$ cat src/shared/rtca_pkg.sv
`default_nettype none
package rtca_pkg;
	// Register indices; the byte address is four times the index
	localparam logic [9:0]  RTCA_IDX_ALARM_SEC   = 10'h0e8;
	localparam logic [9:0]  RTCA_IDX_ALARM_MIN   = 10'h0e9;
	localparam logic [9:0]  RTCA_IDX_ALARM_HOUR  = 10'h0ea;
	localparam logic [9:0]  RTCA_IDX_ALARM_WDAY  = 10'h0eb;
	localparam logic [9:0]  RTCA_IDX_ALARM_EN    = 10'h0ec;
	localparam logic [9:0]  RTCA_IDX_CTRL        = 10'h0ed;
	localparam int unsigned RTCA_ADDR_W          = 12;

	// Control register bit positions
	localparam int unsigned RTCA_CTRL_ALARM      = 7;
	localparam int unsigned RTCA_CTRL_INT_EN     = 6;
	localparam int unsigned RTCA_CTRL_BCD        = 5;
	localparam int unsigned RTCA_CTRL_CLK_SEL    = 4;
	localparam int unsigned RTCA_CTRL_MAINS_FREQUENCY_SELECT   = 3;
	localparam int unsigned RTCA_CTRL_WAKE       = 1;
	localparam int unsigned RTCA_CTRL_UNLOCK     = 0;

	// Alarm enable bit positions
	localparam int unsigned RTCA_EN_WDAY         = 3;
	localparam int unsigned RTCA_EN_HOUR         = 2;
	localparam int unsigned RTCA_EN_MIN          = 1;
	localparam int unsigned RTCA_EN_SEC          = 0;

	// Reset values and masks
	localparam logic [3:0]  RTCA_EN_RESET        = 4'h0;
	localparam logic        RTCA_INT_EN_RESET    = 1'b0;
	localparam logic        RTCA_UNLOCK_RESET    = 1'b0;
	localparam logic        RTCA_ALARM_RESET     = 1'b0;
	localparam logic [15:0] RTCA_DIV_RESET       = 16'h0000;
	localparam logic [31:0] RTCA_RDATA_RESET     = 32'h0000_0000;

	// Prescale divisors
	localparam logic [15:0] RTCA_XTAL_DIV        = 16'h8000;
	localparam logic [15:0] RTCA_MAINS_60_DIV    = 16'h003c;
	localparam logic [15:0] RTCA_MAINS_50_DIV    = 16'h0032;

	typedef struct packed {
		logic [7:0] wday;
		logic [7:0] hour;
		logic [7:0] minute;
		logic [7:0] second;
	} rtca_time_t;

	// State that survives a reset
	typedef struct packed {
		rtca_time_t setpoint;
		logic       bcd;
		logic       clk_sel;
		logic       mains_frequency_select;
		logic       wake_cause;
	} rtca_ret_t;

	// State cleared by a reset
	typedef struct packed {
		logic [3:0]  match_en;
		logic        int_en;
		logic        unlock;
		logic        alarm;
		logic [15:0] div;
		logic [2:0]  xtal_sync;
		logic [2:0]  mains_sync;
		logic        tick;
		logic        wake_pulse;
		logic [31:0] rdata;
	} rtca_ctl_t;
endpackage
`default_nettype wire

$ cat src/logic/rtca_alarm_ctrl.sv
// Function
// - Alarm hours: BCD tens 0-2, or binary 00h-17h
// - Weekday register: upper nibble zero, value 1-7
// - Weekday writes accepted only while counter unlocked
// - Alarm hours always read/write, kept across reset
// - Four field enables bits 3:0, upper nibble zero
// - Reset clears all alarm field enables
// - Control bit 7 alarm flag; read clears it
// - Alarm reevaluated on count advance or relock
// - Any control write resets the prescale divider
// - Control bit 6 gates the alarm interrupt
// - Control bit 5 selects BCD or binary encoding
// - Bit 4 low: crystal enabled, divide by 32768
// - Bit 4 high: mains input, crystal disabled
// - Bit 3 selects 60 Hz or 50 Hz prescale
// - Bit 1 shows alarm caused sleep wake-up
// - Control read clears the sleep-wake cause
// - Bit 0 unlock: writes allowed, counting halted
// - Seconds/minutes set-points: tens 0-5, binary to 3Bh
//
// Local design decision: the APB slave port.
`timescale 1ns/1ns
`default_nettype none
module rtca_alarm_ctrl
	import rtca_pkg::*;
(
	input  wire logic                   pclk,
	input  wire logic                   presetn,
	input  wire logic                   psel,
	input  wire logic                   penable,
	input  wire logic                   pwrite,
	input  wire logic [RTCA_ADDR_W-1:0] paddr,
	input  wire logic [31:0]            pwdata,
	output logic      [31:0]            prdata,
	output logic                        pready,
	output logic                        pslverr,
	input  wire logic                   xtal_in,
	input  wire logic                   mains_in,
	input  wire rtca_time_t             count_now,
	input  wire logic                   count_advanced,
	input  wire logic                   sleep_active,
	output logic                        osc_enable,
	output logic                        count_tick,
	output logic                        count_write_enable,
	output logic                        bcd_mode,
	output logic                        alarm_irq,
	output logic                        wake_request
);

	rtca_ret_t   ret_reg;
	rtca_ret_t   ret_next;
	rtca_ctl_t   ctl_reg;
	rtca_ctl_t   ctl_next;

	logic        setup_phase;
	logic        access_phase;
	logic        bus_wr;
	logic        bus_rd;
	logic [9:0]  word_idx;
	logic        hit_sec;
	logic        hit_min;
	logic        hit_hour;
	logic        hit_wday;
	logic        hit_en;
	logic        hit_ctrl;
	logic        mapped;
	logic        wr_ctrl;
	logic        rd_ctrl;
	logic        relock;
	logic        evaluate;
	logic [3:0]  field_eq;
	logic        match;
	logic        alarm_set;
	logic        xtal_edge;
	logic        mains_edge;
	logic        src_edge;
	logic [15:0] div_limit;
	logic        div_wrap;
	logic [7:0]  ctrl_view;
	logic [7:0]  read_byte;

	// Bus decode: zero wait states, error on unmapped words
	assign setup_phase  = psel & ~penable;
	assign access_phase = psel & penable;
	assign bus_wr       = access_phase & pwrite;
	assign bus_rd       = access_phase & ~pwrite;
	assign word_idx     = paddr[RTCA_ADDR_W-1:2];
	assign hit_sec      = (word_idx == RTCA_IDX_ALARM_SEC);
	assign hit_min      = (word_idx == RTCA_IDX_ALARM_MIN);
	assign hit_hour     = (word_idx == RTCA_IDX_ALARM_HOUR);
	assign hit_wday     = (word_idx == RTCA_IDX_ALARM_WDAY);
	assign hit_en       = (word_idx == RTCA_IDX_ALARM_EN);
	assign hit_ctrl     = (word_idx == RTCA_IDX_CTRL);
	assign mapped       = hit_sec | hit_min | hit_hour | hit_wday | hit_en | hit_ctrl;
	assign wr_ctrl      = bus_wr & hit_ctrl;
	assign rd_ctrl      = bus_rd & hit_ctrl;

	// Relock is a control write that drops the unlock bit
	assign relock   = wr_ctrl & ctl_reg.unlock & ~pwdata[RTCA_CTRL_UNLOCK];
	assign evaluate = count_advanced | relock;

	// Compare the stored pattern as written; both encodings compare bytewise
	assign field_eq[RTCA_EN_SEC]  = (ret_reg.setpoint.second == count_now.second);
	assign field_eq[RTCA_EN_MIN]  = (ret_reg.setpoint.minute == count_now.minute);
	assign field_eq[RTCA_EN_HOUR] = (ret_reg.setpoint.hour == count_now.hour);
	assign field_eq[RTCA_EN_WDAY] = (ret_reg.setpoint.wday == count_now.wday);
	assign match     = (|ctl_reg.match_en) & (&(field_eq | ~ctl_reg.match_en));
	assign alarm_set = evaluate & match;

	// Third sync stage only feeds the edge detectors
	assign xtal_edge  = ctl_reg.xtal_sync[1] & ~ctl_reg.xtal_sync[2];
	assign mains_edge = ctl_reg.mains_sync[1] & ~ctl_reg.mains_sync[2];
	assign src_edge   = ret_reg.clk_sel ? mains_edge : xtal_edge;
	assign div_limit  = !ret_reg.clk_sel ? RTCA_XTAL_DIV :
		(ret_reg.mains_frequency_select ? RTCA_MAINS_50_DIV : RTCA_MAINS_60_DIV);
	assign div_wrap   = (ctl_reg.div == div_limit - 16'h0001);

	always_comb begin
		ctrl_view                      = 8'h00;
		ctrl_view[RTCA_CTRL_ALARM]     = ctl_reg.alarm;
		ctrl_view[RTCA_CTRL_INT_EN]    = ctl_reg.int_en;
		ctrl_view[RTCA_CTRL_BCD]       = ret_reg.bcd;
		ctrl_view[RTCA_CTRL_CLK_SEL]   = ret_reg.clk_sel;
		ctrl_view[RTCA_CTRL_MAINS_FREQUENCY_SELECT]  = ret_reg.mains_frequency_select;
		ctrl_view[RTCA_CTRL_WAKE]      = ret_reg.wake_cause;
		ctrl_view[RTCA_CTRL_UNLOCK]    = ctl_reg.unlock;
	end

	always_comb begin
		read_byte = 8'h00;
		if (hit_sec)
			read_byte = ret_reg.setpoint.second;
		else if (hit_min)
			read_byte = ret_reg.setpoint.minute;
		else if (hit_hour)
			read_byte = ret_reg.setpoint.hour;
		else if (hit_wday)
			read_byte = {4'h0, ret_reg.setpoint.wday[3:0]};
		else if (hit_en)
			read_byte = {4'h0, ctl_reg.match_en};
		else if (hit_ctrl)
			read_byte = ctrl_view;
	end

	always_comb begin
		ret_next = ret_reg;
		ctl_next = ctl_reg;

		ctl_next.xtal_sync  = {ctl_reg.xtal_sync[1:0], xtal_in};
		ctl_next.mains_sync = {ctl_reg.mains_sync[1:0], mains_in};

		// Read data is caught in the setup phase so it is stable through access
		if (setup_phase && !pwrite)
			ctl_next.rdata = {24'h000000, read_byte};

		// Divider halts while unlocked so the count cannot move under software
		ctl_next.tick = 1'b0;
		if (wr_ctrl) begin
			ctl_next.div = RTCA_DIV_RESET;
		end else if (!ctl_reg.unlock && src_edge) begin
			ctl_next.tick = div_wrap;
			ctl_next.div  = div_wrap ? RTCA_DIV_RESET : ctl_reg.div + 16'h0001;
		end

		if (bus_wr) begin
			if (hit_sec)
				ret_next.setpoint.second = pwdata[7:0];
			if (hit_min)
				ret_next.setpoint.minute = pwdata[7:0];
			if (hit_hour)
				ret_next.setpoint.hour = pwdata[7:0];
			if (hit_wday && ctl_reg.unlock)
				ret_next.setpoint.wday = {4'h0, pwdata[3:0]};
			if (hit_en)
				ctl_next.match_en = pwdata[3:0];
			if (hit_ctrl) begin
				ctl_next.int_en    = pwdata[RTCA_CTRL_INT_EN];
				ret_next.bcd       = pwdata[RTCA_CTRL_BCD];
				ret_next.clk_sel   = pwdata[RTCA_CTRL_CLK_SEL];
				ret_next.mains_frequency_select  = pwdata[RTCA_CTRL_MAINS_FREQUENCY_SELECT];
				ctl_next.unlock    = pwdata[RTCA_CTRL_UNLOCK];
			end
		end

		// A new alarm in the cycle of a clearing read wins over the clear
		if (alarm_set)
			ctl_next.alarm = 1'b1;
		else if (rd_ctrl)
			ctl_next.alarm = 1'b0;

		ctl_next.wake_pulse = alarm_set & sleep_active;
		if (alarm_set && sleep_active)
			ret_next.wake_cause = 1'b1;
		else if (rd_ctrl)
			ret_next.wake_cause = 1'b0;
	end

	// Set-points, mode bits and wake cause are left alone by reset
	always_ff @(posedge pclk) begin
		ret_reg <= ret_next;
	end

	always_ff @(posedge pclk or negedge presetn) begin
		if (!presetn) begin
			ctl_reg.match_en   <= RTCA_EN_RESET;
			ctl_reg.int_en     <= RTCA_INT_EN_RESET;
			ctl_reg.unlock     <= RTCA_UNLOCK_RESET;
			ctl_reg.alarm      <= RTCA_ALARM_RESET;
			ctl_reg.div        <= RTCA_DIV_RESET;
			ctl_reg.xtal_sync  <= 3'h0;
			ctl_reg.mains_sync <= 3'h0;
			ctl_reg.tick       <= 1'b0;
			ctl_reg.wake_pulse <= 1'b0;
			ctl_reg.rdata      <= RTCA_RDATA_RESET;
		end else begin
			ctl_reg <= ctl_next;
		end
	end

	assign prdata             = ctl_reg.rdata;
	assign pready             = 1'b1;
	assign pslverr            = access_phase & ~mapped;
	assign osc_enable         = ~ret_reg.clk_sel;
	assign count_tick         = ctl_reg.tick;
	assign count_write_enable = ctl_reg.unlock;
	assign bcd_mode           = ret_reg.bcd;
	assign alarm_irq          = ctl_reg.alarm & ctl_reg.int_en;
	assign wake_request       = ctl_reg.wake_pulse;
endmodule // rtca_alarm_ctrl
`default_nettype wire

$ cat config.mk
export PLATFORM = sky130hd
export DESIGN_NAME = rtca_alarm_ctrl
export DESIGN_NICKNAME = d
export VERILOG_FILES = /design/src/shared/rtca_pkg.sv /design/src/logic/rtca_alarm_ctrl.sv
export SDC_FILE = /design/constraint.sdc
export NUM_CORES = 1
export LEC_CHECK = 0
export BUFFER_PORTS_ARGS = -buffer_cell sky130_fd_sc_hd__buf_2
export CAP_MARGIN = 20
export CORE_ASPECT_RATIO = 2
export CORE_MARGIN = 4
export CORE_UTILIZATION = 56
export DETAILED_ROUTE_END_ITERATION = 10
export PLACE_DENSITY = 0.86
export SLEW_MARGIN = 20
export SYNTH_ARGS = -nofsm -noshare
export SYNTH_HDL_FRONTEND = slang
export SYNTH_SLANG_ARGS = --single-unit
$ cat constraint.sdc
create_clock -name pclk -period 6.5 [get_ports pclk]
set_clock_uncertainty 0.05 [all_clocks]
set_input_delay 1.3 -clock pclk [delete_from_list [all_inputs] [get_ports pclk]]
set_output_delay 1.3 -clock pclk [all_outputs]
set_load 0.005 [all_outputs]
==> reports/qor.csv, run 1 <==
stage,metric,value,unit
detailed_routing,drt-total-wl,10700,microns
timing,finalWorstSetupSlack,2.84,ns
timing,worst_slew_pin_slew,0.915,ns
timing,slew_headroom,0.390,
logic_synthesis,synth_seq_cells,71,
timing,slew_viol_final,0,
clock_tree,clkLatencyLatePin,0.33,ns
status,status,"complete, no violations",
critical_path,slowest_stage,and2_1,
die,core-area,6990,sq um
logic_synthesis,synth.top_cell.area_share,0.242,
logic_synthesis,synth.avg_cell_area,10.0,sq um
flow_run,max-cap-violations,0,
clock_tree,cts_made_buffers,9,
logic_synthesis,seq_area_frac_synth,0.479,
critical_path,cp.required,5.15,ns
logic_synthesis,yosysUniqueCellTypes,61,
logic_synthesis,async_reset_ff_frac,0.549,
finish,largest_reg_flops,28,
critical_path,crit_type,input pin to output port,
clock_tree,root_buffer,clkbuf_16,
logic_synthesis,synth_edf_count,31,
critical_path,worstSetupStartpointType,input pin,
logic_synthesis,yosys_warnings,0,
die,fp.dieW,68.0,microns
finish,antenna_cells,0,
clock_tree,cts_setup_buffers,0,
hold_path,hold_path.class,flop to flop,
timing,setup-violations-final,0,
critical_path,cp-end-kind,output port,
logic_synthesis,ys.flop_type,dfrtp_1,
clock_tree,cts.reportedPaths.clkPinSlew,0.05,ns
detailed_routing,drc_errors,0,
finish,area_growth,13.4,%
critical_path,crit_fanout,10,
pwr,p_leak,1.97,nW
logic_synthesis,synth.largest_area_cell,dfrtp_1,
clock_tree,cts_resized,0,
timing,setup-tns-final,0,ns
die,ios,125,
logic_synthesis,netlist_instances,402,
detailed_routing,drt_iter0_drc,377,
critical_path,critical_path.top_delay_family,simple AND/OR/NAND/NOR gates,
clock_tree,holdBufCountCts,0,
critical_path,cp_num_buf_inv,2,
detailed_routing,final_antenna_net_count,0,
global_routing,grt_pass1_vias,3230,
detailed_routing,wl_per_cell,19.1,microns
detailed_routing,dr.pass1.iters,5,
placement,globalplace.congestion,0.946,
die,die-height,128,microns
timing,rsz0062_at_grt,false,
placement,dp_hpwl,8210,microns
global_routing,grt_max_degree,40,
die,rows,43,
clock_tree,cts_tree,built,
clock_tree,clock_path_buffers,2,
logic_synthesis,yosysMostFrequentCell,nand2_1,
detailed_routing,via_count,3302,
global_routing,grt_usage,0.258,
clock_tree,clock-sinks,71,
logic_synthesis,synth.top_cells.by_area,"dfrtp_1 (24%), edfxtp_1 (23%), buf_4 (6.5%)",
pwr,power.density,267,nW/um^2
pwr,peakVddDrop,0.000182,V
finish,layout.nets,553,
finish,drive_gt1_frac,0.226,
detailed_routing,vias_per_cell,5.91,
placement,port_buffers,73,
global_routing,grt_pass1_wl,16200,microns
logic_synthesis,synth-xor-area-share,0.0696,
logic_synthesis,syn-cell-area,4030,sq um
logic_synthesis,synth-compound-area-share,0.118,
critical_path,crit_top_cell,buf_2,
critical_path,crit_path_cell_trace,buf_2 -> and4bb_2 -> and2_1 -> a21oi_1 -> buf_2,
timing,fin_crit_sh,0.564,
logic_synthesis,synth_top_family_by_area,simple AND/OR/NAND/NOR gates,
logic_synthesis,synth_fa_ha_area_frac,0.0124,
logic_synthesis,synth_commonest_cells,"nand2_1 (52), dfrtp_1 (39), buf_4 (35)",
global_routing,antenna_found_initial,0,
logic_synthesis,synth.area.mux_share,0.0261,
timing,hold_viol,0,
global_routing,overflow,0,
die,dieArea,8690,sq um
timing,fmax,273,MHz
critical_path,critPathArrivalTime,2.31,ns
logic_synthesis,synth-simple-area-share,0.203,
timing,fin_crit,3.66,ns
die,start_util,0.575,
clock_tree,htree_levels,3,
placement,place_ws,2.82,ns
critical_path,slowest_delay,0.35,ns
==> cells in the final DEF (no fill, tap or decap), types with 6 or more instances in the layout <==
| cell type | n |
|---|---|
| nor4_1 | 6 |
| nand2_1 | 52 |
| mux2i_1 | 6 |
| nand4_1 | 13 |
| o211ai_1 | 7 |
| dfrtp_1 | 39 |
| nor3_1 | 9 |
| nand3_1 | 17 |
| conb_1 | 25 |
| a21oi_1 | 18 |
| edfxtp_1 | 31 |
| o21ai_0 | 14 |
| xor2_1 | 15 |
| nor2_1 | 20 |
| buf_2 | 73 |
| inv_1 | 10 |
| xnor2_1 | 17 |
| clkbuf_16 | 10 |
==> metrics by stage <==
stage | hold WS [ns] | instance area [sq um] | std cells | total power, mW | utilization
final | 0.303 | 4570 | 559 | 1.22 | 0.653
after global routing | 0.321 | 4570 | 559 | 1.27 | 0.653
after CTS | 0.307 | 4570 | 559 | 1.22 | 0.653
after detailed placement | 0.296 | 4280 | 543 | 0.754 | 0.612
after global placement | 0.282 | 4280 | 543 | 0.744 | 0.612
after floorplan | 0.281 | 4110 | 425 | 0.691 | -
==> logic make-up (layout without fill, tap and decap cells) <==
group	after synthesis	count (layout)
AND/OR/NAND/NOR	153	153
multiplexers	10	10
XOR/XNOR	32	32
AO/OA/AOI/OAI	72	72
flip-flops	71	71
other	2	25
adder cells (fa/ha/maj)	4	4
buffers and inverters	58	102
==> cell type report <==
class,instances,area [sq um]
flip-flops and latches,71,1930
clock buffers,11,254
multi-input cells,296,1820
inverters,12,45.0
well taps,90,113
fillers,554,2430
clock inverters,5,31.3
repair buffers,74,373
==> metal layers <==
metal	part of all wire	global-route usage	vias up
met5	0	0	-
met1	0.31	0.237	1585
li1	-	-	1526
met2	0.57	0.471	144
met4	0.075	0.189	0
met3	0.049	0.0482	47
==> power breakdown <==
group / internal [mW] / switching, mW / leakage (nW)
Sequential: 0.496 / 0.0439 / 0.754
Combinational: 0.0857 / 0.128 / 1.08
Clock: 0.280 / 0.186 / 0.140
==> path summary, 6_finish.rpt <==
path | from | end | slack, ns | depth (start not counted)
setup / recovery | paddr[6] | pslverr | 2.84 | 5
hold / removal | ctl_next[35]$_DFF_PN0_ | ctl_next[36]$_DFF_PN0_ | 0.30 | 0
setup reg to reg | ctrl_view[4]$_DFFE_PN_ | ctl_reg[54]$_DFFE_PN0P_ | 3.48 | 11
hold reg to reg | ctl_next[35]$_DFF_PN0_ | ctl_next[36]$_DFF_PN0_ | 0.30 | 0
max in group asynchronous | presetn | ctl_reg[39]$_DFF_PN0_ | 4.77 | 1
min in group asynchronous | presetn | ctl_reg[41]$_DFFE_PN0P_ | 1.06 | 1
No activity file was read; power rests on OpenSTA's default activity.
==> run 2: changes to the inputs <==
Settings changed: CORE_UTILIZATION 56 to 47, PLACE_DENSITY 0.86 to 0.77.
Clock period 6.5 ns to 3.2 ns, I/O delays scaled along.
==> reports/qor.csv, run 2 (synthesis results as in run 1) <==
stage,metric,value,unit,change
clock_tree,cts_made_buffers,9,,unchanged
die,dieArea,10200,sq um,+17%
timing,setup-violations-final,0,,unchanged
timing,slew_viol_final,0,,unchanged
timing,hold_viol,0,,unchanged
hold_path,hold_path.class,flop to flop,,
detailed_routing,dr.pass1.iters,5,,unchanged
global_routing,grt_max_degree,40,,unchanged
critical_path,critPathArrivalTime,3.14,ns,+0.83 ns
die,start_util,0.485,,-0.0901
finish,fill_cells,722,,+30%
timing,setup-tns-final,0,ns,unchanged
finish,final_cell_mix,"buf_2 (73), nand2_1 (52), dfrtp_1 (39)",,
finish,final_core_util,0.568,,-0.0845
timing,slew_headroom,0.382,,-0.00734
finish,final_common_cell,buf_2,,
pwr,peakVddDrop,0.000326,V,+79%
detailed_routing,wl_per_cell,19.1,microns,+0.18%
clock_tree,cts_resized,0,,unchanged
timing,fmax,335,MHz,
finish,drive_gt1_frac,0.237,,+0.0114
timing,fin_crit_sh,0.934,,
global_routing,grt_pass1_wl,17200,microns,+6.0%
global_routing,grt_usage,0.222,,-0.0365
die,fp.dieW,73.4,microns,+8.1%
detailed_routing,vias_per_cell,5.95,,+0.81%
critical_path,crit_type,flop to flop,,
critical_path,cp.required,3.35,ns,-1.80 ns
global_routing,grt_pass1_vias,3467,,+7.3%
critical_path,rr_worst_depth,11,,unchanged
pwr,p_leak,2.05,nW,+3.6%
clock_tree,clkLatencyLatePin,0.33,ns,about the same
pwr,finalPower,2.71,mW,+120%
detailed_routing,final_antenna_net_count,0,,unchanged
die,die-height,139,microns,+8.6%
global_routing,antenna_found_initial,0,,unchanged
finish,final_area,4710,sq um,+3.2%
clock_tree,cts.reportedPaths.clkPinSlew,0.06,ns,about the same
timing,finalWorstSetupSlack,0.213,ns,-2.62 ns
placement,globalplace.congestion,0.912,,-3.6%
placement,port_buffers,73,,unchanged
die,rows,47,,+9.3%
finish,layout.nets,560,,+1.3%
detailed_routing,drt-total-wl,11000,microns,+2.9%
timing,rsz0062_at_grt,false,,
die,core-area,8290,sq um,+19%
timing,fin_crit,2.99,ns,
critical_path,cp-end-kind,flop,,
critical_path,crit_fanout,18,,+8
finish,largest_reg_flops,28,,unchanged
clock_tree,cts_setup_buffers,0,,unchanged
placement,place_ws,0.274,ns,-2.55 ns
pwr,power.density,576,nW/um^2,+120%
detailed_routing,drc_errors,0,,unchanged
finish,antenna_cells,0,,unchanged
clock_tree,clock_path_buffers,2,,unchanged
clock_tree,root_buffer,clkbuf_16,,
clock_tree,holdBufCountCts,0,,unchanged
clock_tree,htree_levels,3,,unchanged
detailed_routing,drt_iter0_drc,291,,-23%
placement,placed_area,4340,sq um,+1.5%
status,status,"complete, no violations",,
placement,dp_hpwl,8460,microns,+3.1%
hold_path,holdPathStages,0,,unchanged
clock_tree,clock-sinks,71,,unchanged
timing,worst_slew_pin_slew,0.926,ns,+0.0110 ns
global_routing,overflow,0,,unchanged
clock_tree,cts_tree,built,,
critical_path,worstSetupStartpointType,flop,,
flow_run,max-cap-violations,0,,unchanged
detailed_routing,via_count,3418,,+3.5%
finish,area_growth,17.1,%,
die,ios,125,,unchanged
## run 2: changes by cell type in the layout (fill, tap and decap cells not counted)
cell	previous run	this run
bufinv_16	0	2
clkinv_2	3	0
clkbuf_16	10	11
o21ai_4	0	1
clkbuf_8	0	1
buf_4	1	8
clkinvlp_4	1	0
o21ai_2	1	0
## run 2: per-stage QoR
step                instances  hold WS [ns]
finish                    574         0.296
global route              574         0.302
CTS                       574         0.297
detailed placement        558         0.285
global placement          558         0.284
floorplan                 425         0.281
## run 2: worst paths after layout
check | start | to | slack [ns]
min in group asynchronous | presetn | ctl_reg[44]$_DFFE_PN0P_ | 0.40
hold / removal | ctl_next[35]$_DFF_PN0_ | ctl_next[36]$_DFF_PN0_ | 0.30
hold reg to reg | ctl_next[35]$_DFF_PN0_ | ctl_next[36]$_DFF_PN0_ | 0.30
setup reg to reg | ctrl_view[4]$_DFFE_PN_ | ctl_reg[46]$_DFFE_PN0P_ | 0.21
max in group asynchronous | presetn | ctl_reg[36]$_DFF_PN0_ | 2.12
setup / recovery | ctrl_view[4]$_DFFE_PN_ | ctl_reg[46]$_DFFE_PN0P_ | 0.21
## run 2: metal layers
metal  global-route usage  up-vias  routed length (microns)
li1                     -     1543                        -
met5                    0        -                        0
met3               0.0356       76                      688
met4                0.163        0                      906
met1                0.212     1602                     3380
met2                0.402      197                     5990
## run 2: critical path: stages, from the launching register on
cell and delay (ns):
edfxtp_1 0.51, or2b_1 0.29, ha_1 0.24, nand2b_1 0.14, inv_1 0.06, ha_1 0.28
xor2_1 0.22, o211ai_1 0.14, nor4_2 0.34, o21ai_4 0.24, nand2_1 0.23, o211ai_1 0.12
## run 2: layout make-up
| type | instances | area [sq um] | share of cell area |
|---|---|---|---|
| Sequential cell | 71 | 1930 | 0.409 |
| Timing Repair Buffer | 81 | 425 | 0.0903 |
| Tap cell | 98 | 123 | 0.0260 |
| Multi-Input combinational cell | 296 | 1830 | 0.388 |
| Clock inverter | 3 | 68.8 | 0.0146 |
| Clock buffer | 13 | 293 | 0.0621 |
| Inverter | 12 | 45.0 | 0.00956 |
## run 2: report_power, final
part           leakage (nW)  switching, mW  internal (mW)
combinational          1.12          0.263          0.176
clock                 0.176          0.376          0.800
sequential            0.754         0.0933           1.01
total                  2.05          0.732           1.98
